===== src/logic/lbd_pkg.sv =====
// Shared constants, codes and decode functions of the LED brightness and dimming block.
package lbd_pkg;

	// ==========================================================================
	// Clock, widths and counts
	// ==========================================================================
	localparam int unsigned CLK_HZ          = 125_000_000;
	localparam int unsigned CHANNELS        = 6;
	localparam int unsigned DUTY_W          = 16;
	localparam int unsigned CURRENT_W       = 12;
	localparam int unsigned WINDOW_LOG2_DEF = 16;

	// ==========================================================================
	// Mode and field codes
	// ==========================================================================
	localparam logic [1:0]  SRC_INPUT          = 2'h0;
	localparam logic [1:0]  SRC_INPUT_X_LEVEL  = 2'h1;
	localparam logic [1:0]  SRC_LEVEL          = 2'h2;
	localparam logic [1:0]  SRC_SHAPED_X_LEVEL = 2'h3;
	localparam logic [1:0]  DIM_PWM_ONLY       = 2'h0;
	localparam logic [1:0]  DIM_CURRENT_ONLY   = 2'h1;
	localparam logic [11:0] FINE_FULL          = 12'hFFF;
	localparam logic [7:0]  RESISTOR_NOMINAL   = 8'h80;
	localparam logic [6:0]  PCT_FULL           = 7'h64;
	localparam logic [4:0]  ROW_FLOATING       = 5'h00;
	localparam logic [4:0]  ROW_FOLLOW_INPUT   = 5'h19;
	localparam logic [15:0] DUTY_FULL          = 16'hFFFF;
	localparam logic [15:0] UA_PER_MA          = 16'h03E8;

	// ==========================================================================
	// Decode functions
	// ==========================================================================
	// Rate word layout: resolution in [19:16], frequency in Hz in [15:0].
	function automatic logic [19:0] lbd_rate_from_code(input logic [3:0] code);
		unique case (code)
			4'h0: return {4'hB, 16'd4808};
			4'h1: return {4'hA, 16'd6010};
			4'h2: return {4'hA, 16'd7212};
			4'h3: return {4'hA, 16'd8414};
			4'h4: return {4'hA, 16'd9616};
			4'h5: return {4'h9, 16'd12020};
			4'h6: return {4'h9, 16'd13222};
			4'h7: return {4'h9, 16'd14424};
			4'h8: return {4'h9, 16'd15626};
			4'h9: return {4'h9, 16'd16828};
			4'hA: return {4'h9, 16'd18030};
			4'hB: return {4'h9, 16'd19232};
			4'hC: return {4'h8, 16'd24040};
			4'hD: return {4'h8, 16'd28848};
			4'hE: return {4'h8, 16'd33656};
			4'hF: return {4'h8, 16'd38464};
		endcase
	endfunction : lbd_rate_from_code

	// The resistor rows repeat one set of eight rates for each boost frequency group.
	function automatic logic [19:0] lbd_rate_from_resistor(input logic [4:0] row);
		logic [4:0] idx;
		idx = 5'(row - 5'h01);
		if (row == ROW_FLOATING || row > ROW_FOLLOW_INPUT) return {4'hA, 16'd9616};
		if (row == ROW_FOLLOW_INPUT) return {4'hA, 16'd9616};
		unique case (5'(idx % 5'h08))
			5'h00:   return {4'hC, 16'd2402};
			5'h01:   return {4'hB, 16'd4808};
			5'h02:   return {4'hA, 16'd6010};
			5'h03:   return {4'hA, 16'd9616};
			5'h04:   return {4'h9, 16'd12020};
			5'h05:   return {4'h9, 16'd14424};
			5'h06:   return {4'h9, 16'd16828};
			default: return {4'h9, 16'd19232};
		endcase
	endfunction : lbd_rate_from_resistor

	function automatic logic [5:0] lbd_range_ma(input logic [2:0] code);
		unique case (code)
			3'h0: return 6'd5;
			3'h1: return 6'd10;
			3'h2: return 6'd15;
			3'h3: return 6'd20;
			3'h4: return 6'd23;
			3'h5: return 6'd25;
			3'h6: return 6'd30;
			3'h7: return 6'd50;
		endcase
	endfunction : lbd_range_ma

	// Level 8'hFF maps to just under unity (65535/65536) because {l,l} equals l times 257.
	function automatic logic [15:0] lbd_scale_by_level(input logic [15:0] d, input logic [7:0] l);
		logic [31:0] p;
		p = 32'(d) * 32'({l, l});
		return p[31:16];
	endfunction : lbd_scale_by_level

	function automatic logic [15:0] lbd_pct_to_level(input logic [6:0] pct);
		logic [31:0] p;
		p = 32'((pct > PCT_FULL) ? PCT_FULL : pct) * 32'(DUTY_FULL);
		return 16'(p / 32'(PCT_FULL));
	endfunction : lbd_pct_to_level

endpackage : lbd_pkg


===== src/logic/lbd_pwm_if.sv =====
// Carrier between the brightness path and the output waveform generator.
interface lbd_pwm_if;
	logic [15:0] period;
	logic [15:0] duty;
	logic [3:0]  resolution;
	logic        direct;
	logic        direct_level;
	logic [5:0]  chan_enable;
	logic [5:0]  led;

	modport src (output period, output duty, output resolution, output direct,
		output direct_level, output chan_enable, input led);
	modport gen (input period, input duty, input resolution, input direct,
		input direct_level, input chan_enable, output led);
endinterface : lbd_pwm_if


===== src/logic/lbd_pwm_gen.sv =====
// Output waveform generator running on the block's own timebase.
module lbd_pwm_gen
	import lbd_pkg::*;
(
	input  wire logic clock,
	input  wire logic resetn,
	lbd_pwm_if.gen    pw
);

	logic [15:0] cnt_q;
	logic [15:0] thr_q;
	logic        full_q;
	logic [15:0] last_q;
	logic [5:0]  led_q;
	logic [15:0] duty_mask;
	logic [15:0] duty_cut;
	logic [31:0] thr_prod;
	logic        wrap;
	logic        on_now;

	// Duty is cut down to the resolution of the selected rate.
	assign duty_mask = 16'(DUTY_FULL << (5'd16 - 5'(pw.resolution)));
	assign duty_cut  = pw.duty & duty_mask;
	assign thr_prod  = 32'(pw.period) * 32'(duty_cut);
	assign wrap      = (cnt_q >= last_q);
	assign on_now    = full_q || (cnt_q < thr_q);

	// New period and duty take effect only at the wrap, so no runt pulse is emitted.
	always_ff @(posedge clock or negedge resetn) begin
		if (!resetn) begin
			cnt_q  <= 16'h0000;
			thr_q  <= 16'h0000;
			full_q <= 1'b0;
			last_q <= 16'h0000;
		end else if (wrap) begin
			cnt_q  <= 16'h0000;
			thr_q  <= thr_prod[31:16];
			full_q <= (pw.duty == DUTY_FULL);
			last_q <= 16'(pw.period - 16'h0001);
		end else begin
			cnt_q <= 16'(cnt_q + 16'h0001);
		end
	end

	always_ff @(posedge clock or negedge resetn) begin
		if (!resetn) begin
			led_q <= 6'h00;
		end else if (pw.direct) begin
			led_q <= pw.chan_enable & {CHANNELS{pw.direct_level}};
		end else begin
			led_q <= pw.chan_enable & {CHANNELS{on_now}};
		end
	end

	assign pw.led = led_q;

endmodule : lbd_pwm_gen


===== src/logic/lbd_dimming_ctrl.sv =====
// Brightness source selection, dimming scheme mapping and current/rate decode.
module lbd_dimming_ctrl
	import lbd_pkg::*;
#(
	parameter int unsigned WINDOW_LOG2 = WINDOW_LOG2_DEF
) (
	input  wire logic        clock,
	input  wire logic        resetn,
	input  wire logic        pwm_in,
	input  wire logic        pass_through,
	input  wire logic [1:0]  brightness_source_select,
	input  wire logic [7:0]  brightness_level,
	input  wire logic [1:0]  dimming_scheme,
	input  wire logic [6:0]  hybrid_switch_point,
	input  wire logic [5:0]  channel_enable,
	input  wire logic [3:0]  dimming_rate_code,
	input  wire logic        dimming_rate_from_resistor,
	input  wire logic [4:0]  rate_set_resistor,
	input  wire logic        level_from_resistor,
	input  wire logic [7:0]  level_set_resistor,
	input  wire logic [2:0]  current_range_code,
	input  wire logic [11:0] current_fine_code,
	output logic      [5:0]  led_pwm,
	output logic      [11:0] current_code,
	output logic      [15:0] input_duty,
	output logic      [15:0] dimming_freq_hz,
	output logic      [3:0]  dimming_resolution,
	output logic      [15:0] full_scale_ua,
	output logic             follow_input
);

	// ==========================================================================
	// Input pin synchroniser
	// ==========================================================================
	logic pwm_s1_q;
	logic pwm_s2_q;
	logic pwm_s3_q;
	logic pwm_lvl_q;

	// A level is accepted once the second and third stages agree, which rejects
	// a single-cycle metastable settle from reaching the duty counter.
	always_ff @(posedge clock or negedge resetn) begin
		if (!resetn) begin
			pwm_s1_q  <= 1'b0;
			pwm_s2_q  <= 1'b0;
			pwm_s3_q  <= 1'b0;
			pwm_lvl_q <= 1'b0;
		end else begin
			pwm_s1_q <= pwm_in;
			pwm_s2_q <= pwm_s1_q;
			pwm_s3_q <= pwm_s2_q;
			if (pwm_s2_q == pwm_s3_q) begin
				pwm_lvl_q <= pwm_s3_q;
			end
		end
	end

	// ==========================================================================
	// Duty measurement
	// ==========================================================================
	localparam logic [15:0] WIN_LAST  = 16'((32'h1 << WINDOW_LOG2) - 32'h1);
	localparam logic [4:0]  WIN_SHIFT = 5'(DUTY_W - WINDOW_LOG2);
	localparam logic [16:0] WIN_FULL  = 17'(32'h1 << WINDOW_LOG2);

	logic [15:0] win_q;
	logic [16:0] high_q;
	logic [15:0] duty_q;
	logic [16:0] high_total;
	logic        win_end;
	logic [15:0] duty_meas;

	// High time is counted over a fixed window, so no divider is needed and a
	// slow input only lengthens the update interval to one window.
	assign win_end    = (win_q == WIN_LAST);
	assign high_total = 17'(high_q + 17'(pwm_lvl_q));
	// A window that is high throughout would wrap to zero after the shift, so it saturates.
	assign duty_meas  = (high_total >= WIN_FULL) ? DUTY_FULL :
		16'(high_total[15:0] << WIN_SHIFT);

	always_ff @(posedge clock or negedge resetn) begin
		if (!resetn) begin
			win_q  <= 16'h0000;
			high_q <= 17'h00000;
			duty_q <= 16'h0000;
		end else if (win_end) begin
			win_q  <= 16'h0000;
			high_q <= 17'h00000;
			duty_q <= duty_meas;
		end else begin
			win_q  <= 16'(win_q + 16'h0001);
			high_q <= high_total;
		end
	end

	// ==========================================================================
	// Source selection and curve shaper stage
	// ==========================================================================
	logic [15:0] shaped_q;
	logic [15:0] bright_q;
	logic [15:0] pre_shaper;
	logic [15:0] post_shaper;

	assign pre_shaper =
		(brightness_source_select == SRC_INPUT_X_LEVEL) ?
			lbd_scale_by_level(duty_q, brightness_level) :
		(brightness_source_select == SRC_LEVEL) ?
			{brightness_level, brightness_level} :
			duty_q;
	assign post_shaper = (brightness_source_select == SRC_SHAPED_X_LEVEL) ?
		lbd_scale_by_level(shaped_q, brightness_level) : shaped_q;

	// The shaper is a straight register stage here; the curve itself lives elsewhere.
	always_ff @(posedge clock or negedge resetn) begin
		if (!resetn) begin
			shaped_q <= 16'h0000;
			bright_q <= 16'h0000;
		end else begin
			shaped_q <= pre_shaper;
			bright_q <= post_shaper;
		end
	end

	// ==========================================================================
	// Dimming scheme mapping
	// ==========================================================================
	logic [15:0] switch_level;
	logic        above_switch;
	logic [31:0] hyb_num;
	logic [15:0] hyb_duty;
	logic [11:0] cur_d;
	logic [15:0] duty_d;
	logic [11:0] cur_q;
	logic [15:0] pwm_duty_q;

	assign switch_level = lbd_pct_to_level(hybrid_switch_point);
	assign above_switch = (bright_q >= switch_level);
	assign hyb_num      = 32'({bright_q, 16'h0000}) - 32'(bright_q);
	assign hyb_duty     = (switch_level == 16'h0000) ? DUTY_FULL :
		16'(hyb_num / 32'(switch_level));

	// Below the switch point the current holds the switch level and PWM carries
	// the rest, so brightness stays continuous across the crossover.
	assign cur_d =
		(dimming_scheme == DIM_PWM_ONLY)     ? FINE_FULL :
		(dimming_scheme == DIM_CURRENT_ONLY) ? bright_q[15:4] :
		above_switch ? bright_q[15:4] : switch_level[15:4];
	assign duty_d =
		(dimming_scheme == DIM_PWM_ONLY)     ? bright_q :
		(dimming_scheme == DIM_CURRENT_ONLY) ? DUTY_FULL :
		above_switch ? DUTY_FULL : hyb_duty;

	always_ff @(posedge clock or negedge resetn) begin
		if (!resetn) begin
			cur_q      <= 12'h000;
			pwm_duty_q <= 16'h0000;
		end else begin
			cur_q      <= cur_d;
			pwm_duty_q <= duty_d;
		end
	end

	// ==========================================================================
	// Dimming rate decode
	// ==========================================================================
	logic [19:0] rate_word;
	logic        follow_d;
	logic [15:0] freq_q;
	logic [3:0]  res_q;
	logic [15:0] period_q;
	logic        follow_q;
	logic [15:0] period_d;

	assign rate_word = dimming_rate_from_resistor ?
		lbd_rate_from_resistor(rate_set_resistor) :
		lbd_rate_from_code(dimming_rate_code);
	assign follow_d  = dimming_rate_from_resistor && (rate_set_resistor == ROW_FOLLOW_INPUT);
	assign period_d  = 16'(CLK_HZ / 32'(rate_word[15:0]));

	always_ff @(posedge clock or negedge resetn) begin
		if (!resetn) begin
			freq_q   <= 16'h0000;
			res_q    <= 4'h0;
			period_q <= 16'h0001;
			follow_q <= 1'b0;
		end else begin
			freq_q   <= rate_word[15:0];
			res_q    <= rate_word[19:16];
			period_q <= period_d;
			follow_q <= follow_d;
		end
	end

	// ==========================================================================
	// Full-scale current decode
	// ==========================================================================
	logic [15:0] range_ua;
	logic [27:0] fine_prod;
	logic [15:0] fine_ua;
	logic [7:0]  res_ratio;
	logic [23:0] res_scaled;
	logic [15:0] fs_d;
	logic [15:0] fs_q;

	assign range_ua   = 16'(16'(lbd_range_ma(current_range_code)) * UA_PER_MA);
	assign fine_prod  = 28'(range_ua) * 28'(current_fine_code);
	assign fine_ua    = 16'(fine_prod / 28'(FINE_FULL));
	// A higher set resistor lowers the current; a zero reading falls back to nominal.
	assign res_ratio  = (level_set_resistor == 8'h00) ? RESISTOR_NOMINAL : level_set_resistor;
	assign res_scaled = (24'(fine_ua) * 24'(RESISTOR_NOMINAL)) / 24'(res_ratio);
	assign fs_d = !level_from_resistor ? fine_ua :
		(res_scaled > 24'(DUTY_FULL)) ? DUTY_FULL : res_scaled[15:0];

	always_ff @(posedge clock or negedge resetn) begin
		if (!resetn) begin
			fs_q <= 16'h0000;
		end else begin
			fs_q <= fs_d;
		end
	end

	// ==========================================================================
	// Output waveform generator
	// ==========================================================================
	lbd_pwm_if pw ();

	assign pw.period       = period_q;
	assign pw.duty         = pwm_duty_q;
	assign pw.resolution   = res_q;
	assign pw.direct       = pass_through || follow_q;
	assign pw.direct_level = pwm_lvl_q;
	assign pw.chan_enable  = channel_enable;

	lbd_pwm_gen u_gen (
		.clock  (clock),
		.resetn (resetn),
		.pw     (pw.gen)
	);

	assign led_pwm            = pw.led;
	assign current_code       = cur_q;
	assign input_duty         = duty_q;
	assign dimming_freq_hz    = freq_q;
	assign dimming_resolution = res_q;
	assign full_scale_ua      = fs_q;
	assign follow_input       = follow_q;

endmodule : lbd_dimming_ctrl


===== config.mk =====
export PLATFORM = sky130hd
export DESIGN_NAME = lbd_dimming_ctrl
export DESIGN_NICKNAME = d
export VERILOG_FILES = /design/src/logic/lbd_pkg.sv /design/src/logic/lbd_pwm_if.sv /design/src/logic/lbd_pwm_gen.sv /design/src/logic/lbd_dimming_ctrl.sv
export SDC_FILE = /design/constraint.sdc
export NUM_CORES = 2
export LEC_CHECK = 0
export ABC_CLOCK_PERIOD_IN_PS = 144500
export BUFFER_PORTS_ARGS = -buffer_cell sky130_fd_sc_hd__buf_4
export CELL_PAD_IN_SITES_DETAIL_PLACEMENT = 1
export CELL_PAD_IN_SITES_GLOBAL_PLACEMENT = 1
export CORE_AREA = 2 2 467 515
export CTS_CLUSTER_SIZE = 16
export DETAILED_ROUTE_END_ITERATION = 6
export DIE_AREA = 0 0 469 517
export PLACE_DENSITY = 0.73
export REMOVE_ABC_BUFFERS = 1
export SETUP_SLACK_MARGIN = 0.15
export SYNTH_ARGS = -nofsm -noshare
export SYNTH_HDL_FRONTEND = slang
export SYNTH_SLANG_ARGS = --single-unit

===== constraint.sdc =====
create_clock -name clock -period 144.5 [get_ports clock]
set_input_delay 7.225 -clock clock [delete_from_list [all_inputs] [get_ports clock]]
set_output_delay 7.225 -clock clock [all_outputs]
set_load 0.005 [all_outputs]

==> summary.txt <==
Status
  • Status: completed

Detailed routing
  • Drt pass-1 iters: 6
  • DRC violations left: 0
  • Vias: around 96000
  • Final ANT Viol Nets: 0
  • Vias per cell: 6.00
  • DR iter-0 viols: approximately 4700
  • Average wire per standard cell: approximately 21 um
  • DRT Wirelength: around 340000 um

Clocking
  • CTS buffer count: 35
  • CTS tree: yes
  • H-tree levels: 2
  • Clock root buffer: clkbuf_16
  • Clock Path Buffers: 3
  • Clock latency on the worst-skew pair: 0.64 ns
  • Clock Sinks: 220
  • Clock transition at path regs: ~0.070 ns

Setup path
  • CP dominant cell by count: o21a_1
  • Worst EP required: approximately 140 ns
  • Buffers & Inverters on Critical Path: 53
  • Worst-path maximum fanout: 40
  • Max incr delay on CP: between 0.6 and 0.7 ns
  • R2r setup slk: roughly 31 ns
  • Startpoint types: input pin
  • Kind of critical path: input pin to flop
  • Arrival time at the worst endpoint: 134.46 ns
  • CP endpoint kind: flop
  • CP top delay family: compound AO/OA/AOI/OAI gates
  • Slowest CP cell: fa_1

STA
  • Fin crit share: 92.7%
  • Final Hold Fails: 0
  • Post-route setup slack: around 11 ns
  • Clock skew: 0.0357 ns
  • FMAX: 7.46 MHz
  • Setup violations, final: 0
  • Tmin final: ~130 ns
  • Slew margin rel.: between 10% and 20%
  • Max Slew Vio Count: 0
  • Measured slew at the worst slew-check pin: around 1.3 ns

Place
  • Dpl hpwl: 274000 um
  • I/O Buffers: 132
  • Area after DPL: roughly 100000 sq um
  • Dpl ws: ~3.4 ns
  • Total placed cells including tap cells: 15900
  • RePlAce Congestion: 0.907

Layout
  • Area Overhead vs Synth: 6.09%
  • Most common cell after layout, fill and taps aside: ha_1
  • Fin area: 105000 sq um
  • Reg area: about 5500 sq um
  • Most frequent cells in the layout: 1355 x ha_1, 1291 x nand2_1, 1204 x inv_1
  • Multi-input gate area in the final layout: slightly below 90000 sq um
  • Number of non-filler instances in the completed layout: 16000
  • Filler cells: a little under 30000
  • Nets: about 15000
  • Fraction of layout cells with a size suffix above 1: about 7.4%

Global routing
  • Largest net degree at the start of global routing: 84
  • Vias in the first global route: between 100k and 150k
  • GRT overflow: 0
  • Initial antenna violation count: 13
  • Overall Global Routing Usage: between 20% and 30%
  • Global-route wire length before repair: between 500000 and 600000 um

Synth
  • Post-Syn Area: between 90000 and 100000 sq um
  • Number of synthesized flops with an enable pin: 0
  • Avg Inst Size Synth: roughly 7.6 sq um
  • Post-synth cell types: 169
  • Synthesized instance count: 13000
  • Primary FF master, synth: dfrtp_1
  • Register area share after synthesis: approximately 5.6%
  • Ys Warns: 0
  • Synth Register Bits: 220
  • Asr flop ratio synth: 100%

Die
  • Die Wd: about 470 um
  • Initial core utilization: a little over two fifths
  • Die Footprint: 242000 sq um
  • Row count: 188
  • Core ar.: approximately 240000 sq um
  • I/O Pins: around 130
  • Die H: a little over 500 um

Hold path
  • Class of the worst hold path: flop to flop

Run
  • Maxcap violations: 0
-- worst paths after layout --
| check | startpoint | end | cells after the start |
|---|---|---|---|
| setup / recovery | hybrid_switch_point[0] | pw.duty[0] | 646 |
| hold / removal | pwm_s1_q | pwm_s2_q | 0 |
| setup reg to reg | bright_q[0] | pw.duty[0] | 587 |
| hold reg to reg | pwm_s1_q | pwm_s2_q | 0 |
| max in group asynchronous | resetn | shaped_q[1] | 3 |
| min in group asynchronous | resetn | period_q[1] | 1 |
-- Yosys cell counts (213+ instances only) --
cell type | count | area share [%]
nand3_1 | 231 | 1.2
fa_1 | 718 | 15
nor3_1 | 614 | 3.1
inv_1 | 1206 | 4.6
o21a_1 | 525 | 4.0
xnor2_1 | 397 | 3.5
o31ai_1 | 342 | 2.6
o21ai_0 | 603 | 3.0
nor2_1 | 992 | 3.8
clkbuf_1 | 326 | 1.2
and2_1 | 445 | 2.8
ha_1 | 1355 | 17
mux2_2 | 213 | 2.4
a21o_1 | 217 | 1.6
a21oi_1 | 699 | 3.5
nand2_1 | 1294 | 4.9
dfrtp_1 | 219 | 5.5
-- sequential cells by signal, summed over array words and instances (netlist names), 6 cells and up --
| name | count |
|---|---|
| bright_q | 16 |
| current_code | 12 |
| dimming_freq_hz | 15 |
| full_scale_ua | 16 |
| high_q | 17 |
| input_duty | 16 |
| period_q | 16 |
| pw.duty | 16 |
| shaped_q | 16 |
| u_gen.cnt_q | 16 |
| u_gen.last_q | 16 |
| u_gen.pw.led | 6 |
| u_gen.thr_q | 16 |
| win_q | 16 |
-- worst register-to-register path: cells and delay by family, from the launching register on --
kind            cells  cell delay (ns)
compound gates    366            71.85
fa+ha+maj          32             9.68
buf+inv            40             6.63
flops               1             0.54
mux                 5             1.43
simple gates      144            23.04
-- layout make-up --
cell class | instances | share of cell area [%]
antenna | 6 | 0.0143
clock buffer | 45 | 0.908
clock inverter | 16 | 0.204
inverter | 1221 | 4.37
multi-input combinational | 11100 | 83.4
sequential | 220 | 5.24
tap | 3135 | 3.73
timing repair buffer | 287 | 2.14
timing repair inverter | 1 | 0.00476
-- metrics by stage --
step                      setup TNS (ns)  hold WS (ns)  util (%)
after floorplan                        0         0.331         -
after global placement                 0         0.336      43.5
after detailed placement               0         0.354      43.5
after CTS                              0         0.368      44.0
after global routing             -0.0866         0.380      44.2
final                                  0         0.364      44.2
-- timing repair --
action / in CTS / in global routing
endpoints found under the setup margin: 0 / 3
hold buffers: 0 / 0
resized for setup: 0 / 106
setup buffers: 0 / 21
-- per-layer routing --
| layer | track usage [%] | up-vias | share of wire, % |
|---|---|---|---|
| li1 | - | 45800 | - |
| met1 | 35.0 | 48200 | 44 |
| met2 | 49.3 | 1620 | 49 |
| met3 | 1.66 | 510 | 3.1 |
| met4 | 8.94 | 10 | 3.5 |
| met5 | 0 | - | 0.020 |
-- kinds of logic (layout without fill, tap and decap cells) --
| logic type | after synthesis | after routing | share of synthesized area (%) |
|---|---|---|---|
| AO/OA/AOI/OAI | 3460 | 3460 | 23.8 |
| flip-flops | 220 | 220 | 5.56 |
| adder cells (fa/ha/maj) | 2082 | 2082 | 31.7 |
| buffers and inverters | 1669 | 1570 | 6.61 |
| AND/OR/NAND/NOR | 4595 | 4595 | 23.0 |
| other | 2 | 19 | 0.00758 |
| multiplexers | 338 | 338 | 3.73 |
| XOR/XNOR | 616 | 616 | 5.54 |
Power is not shown: default switching activity piles up to over one toggle a cycle in this logic, so the estimate is an artifact.
